===== src/cso_pkg.sv =====
// shared constants for the hs timing override register bank
package cso_pkg;
  localparam int unsigned ADDR_W = 8;
  localparam int unsigned DATA_W = 8;
  localparam int unsigned VAL_W  = 7;
  localparam int unsigned NUM_TM = 4;

  localparam logic [7:0] PAGE_TIMING = 8'h00;

  localparam logic [7:0] REG_HS_ZERO  = 8'h45;
  localparam logic [7:0] REG_HS_TRAIL = 8'h46;
  localparam logic [7:0] REG_HS_EXIT  = 8'h47;
  localparam logic [7:0] REG_PLX      = 8'h48;

  localparam int unsigned FORCE_BIT = 7;
  localparam int unsigned VAL_MSB   = 6;

  localparam logic       RST_FORCE = 1'b0;
  localparam logic [6:0] RST_VALUE = 7'h00;
  localparam logic [7:0] RD_IDLE   = 8'h00;

  localparam int unsigned IDX_ZERO  = 0;
  localparam int unsigned IDX_TRAIL = 1;
  localparam int unsigned IDX_EXIT  = 2;
  localparam int unsigned IDX_PLX   = 3;
endpackage


===== src/cso_timing_regs.sv =====
// hs timing override register bank with burst-aligned effective timing
//
// Design decision made here: strobed register access.
`timescale 1ns/1ps
`default_nettype none
// Operation
// - force bit 7 of the hs zero register selects bits 6:0 over the auto value.
// - force bit 7 of the hs trail register selects bits 6:0 over the auto value.
// - force bit 7 of the hs exit register selects bits 6:0 over the auto value.
// - force bit 7 of the plx register selects bits 6:0 over the auto value.
// - with force clear the value field ignores writes and reads the auto value.
// - with force set the value field takes writes and reads back the last write.
// - after reset every force bit reads 0 so all four select auto timing; the eff outputs stay 0 until the first burst_start.
// - the bank answers only on page 0x00 at register numbers 0x45 to 0x48.
module cso_timing_regs (
  input  wire logic       mclk,
  input  wire logic       reset_n,
  input  wire logic [7:0] reg_page,
  input  wire logic [7:0] reg_addr,
  input  wire logic [7:0] reg_wdata,
  input  wire logic       reg_wr,
  input  wire logic       reg_rd,
  output logic      [7:0] reg_rdata,
  input  wire logic [6:0] auto_hs_zero,
  input  wire logic [6:0] auto_hs_trail,
  input  wire logic [6:0] auto_hs_exit,
  input  wire logic [6:0] auto_plx,
  input  wire logic       burst_start,
  output logic      [6:0] eff_hs_zero,
  output logic      [6:0] eff_hs_trail,
  output logic      [6:0] eff_hs_exit,
  output logic      [6:0] eff_plx
);

  logic [3:0] force_ff;
  logic [6:0] value_ff [4];
  logic [6:0] auto_val [4];
  logic [6:0] sel_val  [4];
  logic [6:0] eff_ff   [4];
  logic [3:0] hit;
  logic       page_ok;
  logic [7:0] nxt_rdata;

  assign auto_val[cso_pkg::IDX_ZERO]  = auto_hs_zero;
  assign auto_val[cso_pkg::IDX_TRAIL] = auto_hs_trail;
  assign auto_val[cso_pkg::IDX_EXIT]  = auto_hs_exit;
  assign auto_val[cso_pkg::IDX_PLX]   = auto_plx;

  assign page_ok = (reg_page == cso_pkg::PAGE_TIMING);
  assign hit[cso_pkg::IDX_ZERO]  =
    page_ok && (reg_addr == cso_pkg::REG_HS_ZERO);
  assign hit[cso_pkg::IDX_TRAIL] =
    page_ok && (reg_addr == cso_pkg::REG_HS_TRAIL);
  assign hit[cso_pkg::IDX_EXIT]  =
    page_ok && (reg_addr == cso_pkg::REG_HS_EXIT);
  assign hit[cso_pkg::IDX_PLX]   =
    page_ok && (reg_addr == cso_pkg::REG_PLX);

  genvar gi;
  generate
    for (gi = 0; gi < cso_pkg::NUM_TM; gi++) begin : g_tm
      always_ff @(posedge mclk) begin
        if (!reset_n) begin
          force_ff[gi] <= cso_pkg::RST_FORCE;
        end else if (reg_wr && hit[gi]) begin
          force_ff[gi] <= reg_wdata[cso_pkg::FORCE_BIT];
        end
      end

      // field writable only while force is set before this write
      always_ff @(posedge mclk) begin
        if (!reset_n) begin
          value_ff[gi] <= cso_pkg::RST_VALUE;
        end else if (reg_wr && hit[gi] && force_ff[gi]) begin
          value_ff[gi] <= reg_wdata[cso_pkg::VAL_MSB:0];
        end
      end

      // selected value: forced field or live auto value
      assign sel_val[gi] = force_ff[gi] ? value_ff[gi] : auto_val[gi];

      // held between bursts so a burst in flight never sees a change
      always_ff @(posedge mclk) begin
        if (!reset_n) begin
          eff_ff[gi] <= cso_pkg::RST_VALUE;
        end else if (burst_start) begin
          eff_ff[gi] <= sel_val[gi];
        end
      end
    end
  endgenerate

  always_comb begin
    nxt_rdata = cso_pkg::RD_IDLE;
    for (int i = 0; i < cso_pkg::NUM_TM; i++) begin
      if (hit[i]) begin
        nxt_rdata = {force_ff[i], sel_val[i]};
      end
    end
  end

  // unmapped reads return zero; data stands only the cycle after the strobe
  always_ff @(posedge mclk) begin
    if (!reset_n) begin
      reg_rdata <= cso_pkg::RD_IDLE;
    end else if (reg_rd) begin
      reg_rdata <= nxt_rdata;
    end else begin
      reg_rdata <= cso_pkg::RD_IDLE;
    end
  end

  assign eff_hs_zero  = eff_ff[cso_pkg::IDX_ZERO];
  assign eff_hs_trail = eff_ff[cso_pkg::IDX_TRAIL];
  assign eff_hs_exit  = eff_ff[cso_pkg::IDX_EXIT];
  assign eff_plx      = eff_ff[cso_pkg::IDX_PLX];

endmodule
`default_nettype wire


===== config.mk =====
export PLATFORM = sky130hd
export DESIGN_NAME = cso_timing_regs
export DESIGN_NICKNAME = d
export VERILOG_FILES = /design/src/cso_pkg.sv /design/src/cso_timing_regs.sv
export SDC_FILE = /design/constraint.sdc
export NUM_CORES = 1
export LEC_CHECK = 0
export BUFFER_PORTS_ARGS = -buffer_cell sky130_fd_sc_hd__buf_4
export CORE_AREA = 2 2 92 94
export CTS_CLUSTER_DIAMETER = 30
export DETAILED_ROUTE_END_ITERATION = 8
export DIE_AREA = 0 0 94 96
export PLACE_DENSITY = 0.6
export SETUP_SLACK_MARGIN = 0.15
export SLEW_MARGIN = 20
export SYNTH_ARGS = -nofsm -noshare
export SYNTH_HDL_FRONTEND = slang
export SYNTH_SLANG_ARGS = --single-unit

===== constraint.sdc =====
create_clock -name mclk -period 3.5 [get_ports mclk]
set_input_delay 0.175 -clock mclk [delete_from_list [all_inputs] [get_ports mclk]]
set_output_delay 0.175 -clock mclk [all_outputs]
set_load 0.02 [all_outputs]

==> flow_summary.ini <==
[synth]
synth_most_common_cell = edfxtp_1
yosys-top-cells-count = edfxtp_1, and2_1, mux2_2, nor2_1, nor2b_1
syn_avg_cell_area_um2 = 12.7
synth_edf_count = 56
synth_cell_types = 41
syn_area_mm2 = 0.00313
yosysTopAreaCellShare_pct = 53.7
yosysSeqAreaShare_pct = 61.3
async_flop_share_pct = 0
synth_fp_nets = 304
synthFlopType = edfxtp_1
yosysWarnings = 0
netlist.top_cell.by_area = edfxtp_1
synthTopCellsByArea = edfxtp_1, dfxtp_1, and2_1, mux2_2, mux2i_1
ys_ff_latch = 68
synthCells = 247

[timing]
holdWs_ns = 0.139
hold_viol = 0
slew_viol_final = 0
tightest_slew_ns = 0.891
skew_ns = 0.00530
slew_headroom_pct = 40.5
fin_ws_ns = 1.34
setup_viol = 0
max_freq_ghz = 0.464
rsz0062_at_grt = false
post-route-min-period_ns = 2.16
period_share_pct = 61.6
fin_tns_setup_ns = 0

[cells_and_area]
area_growth_pct = 32.8
final_area_mm2 = 0.00416
n_antenna_cell = 0
fin_nets = 399
nFillCells = 725
drive_gt1_share_pct = 38.0

[worst_setup_path]
max_stage_delay_ns = 0.66
crit_path_end_kind = flop
cp_cell_sequence = buf_4 -> or4b_1 -> or4_4 -> nor3_1 -> and2_1
slowest_stage = or4b_1
required_ns = 3.71
cp_data_arrival_time_ns = 2.36
path_class = input pin to flop
cp_max_fo = 7
worstSetupStartpointType = input pin

[die]
dieArea_mm2 = 0.00902
start_util_pct = 38.9
ios = 93
coreArea_mm2 = 0.00805
floorplan.rows = 33
chipWidth_um = 94
die_h_um = 96

[clock_tree]
path_clk_slew_ns = 0.07
cts-buffers-inserted = 9
root_buffer = clkbuf_8
post_cts_resize_count = 0
clockBufferDepth = 2
holdBufCountCts = 0
insertion_delay_ns = 0.33
htree_levels = 3
tritoncts = built
post_cts_buffers = 0
cts_sinks = 68

[min_path]
hold_path_class = input pin to flop

[drt]
drc_errors = 0
vias = 2267
avgRoutedWirePerCell_um = 17.3
routed_via_density = 5.02
wl_mm = 7.84
detail_route.iter0.violations = 122
ant_nets = 0
drtPass1Iterations = 4

[placement]
dpl_cell_area_mm2 = 0.00395
dp_slack_ns = 0.991
io_buffers = 92
routabilityCongestion = 0.797
dp_hpwl_mm = 6.05

[run_status]
status = completed

[pwr]
p_leak_uw = 0.00161
power_density_mw_per_mm2 = 441
ir_drop_mv = 0.196

[global_routing]
grt_first_pass_wirelength_mm = 11.8
grt_use_total_pct = 18.1
grt_pass1_vias = 2214
grt_max_degree = 29
grt-ovfl-total = 0
antenna_found_initial = 0

[flow_run]
maxCapViolations = 0
stage by stage:
step / utilization [%] / power [uW] / instances
finish: 51.7 / 1830 / 452
floorplan: - / 1030 / 247
detailed placement: 49.0 / 1150 / 436
CTS: 51.7 / 1840 / 452
global route: 51.7 / 1890 / 452
global placement: 49.0 / 1140 / 436
path summary, 6_finish.rpt:
path	startpoint	endpoint	slack (ns)	cells past startpoint
max	reg_addr[5]	value_ff[0][1]	1.34	5
min	reg_wdata[7]	force_ff[1]	0.14	3
max reg2reg	force_ff[0]	value_ff[0][1]	1.75	3
min reg2reg	value_ff[2][5]	eff_ff[2][5]	0.61	2
state kept, by name, summed over array words and instances (netlist names):
signal	count
reg_rdata	8
eff_ff	28
force_ff	4
value_ff	28
power breakdown:
| part | internal [uW] | switching (uW) | total (uW) |
|---|---|---|---|
| clock | 420 | 288 | 708 |
| combinational | 95.7 | 107 | 203 |
| sequential | 913 | 11.0 | 924 |
| total | 1430 | 406 | 1830 |
cells in the final DEF (no fill, tap or decap), types with 4 or more instances in the layout:
master	netlist	final
and2_1	28	28
nor4_1	4	4
inv_1	5	5
clkbuf_8	0	10
buf_4	0	97
nor2_1	15	15
nand3_1	6	6
dfxtp_1	12	12
a21oi_1	11	11
or4_1	4	4
edfxtp_1	56	56
a221oi_1	4	4
o21ai_0	6	6
mux2_2	15	15
nand2_1	5	5
mux2i_1	14	14
nor2b_1	15	15
critical path, delay by kind of cell:
kind	cells	cell delay, ns
buffers and inverters	1	0.11
AND/OR/NAND/NOR	4	2.08
final cells by class:
type                            instances  area (um2)  share of cell area (%)
Inverter                                5        18.8                   0.451
Clock buffer                           12         145                    3.49
Timing Repair Buffer                   97         728                    17.5
Tap cell                              105         131                    3.16
Sequential cell                        68        1920                    46.2
Multi-Input combinational cell        161        1140                    27.5
Clock inverter                          4        72.6                    1.74
per-layer routing:
metal	routed length (um)	track usage [%]	share of wire, %	vias up
li1	-	-	-	1114
met1	3720	25.8	47	1057
met2	3550	26.6	45	85
met3	403	3.37	5.1	11
met4	171	8.82	2.2	0
met5	0	0	0	-
cells by family (layout without fill, tap and decap cells):
logic type | Yosys count | count (layout) | share of synthesized area, %
AO/OA/AOI/OAI | 36 | 36 | 7.74
AND/OR/NAND/NOR | 96 | 96 | 18.8
buffers and inverters | 18 | 118 | 2.24
flip-flops | 68 | 68 | 61.3
multiplexers | 29 | 29 | 9.86
No activity file was read; power rests on OpenSTA's default activity.
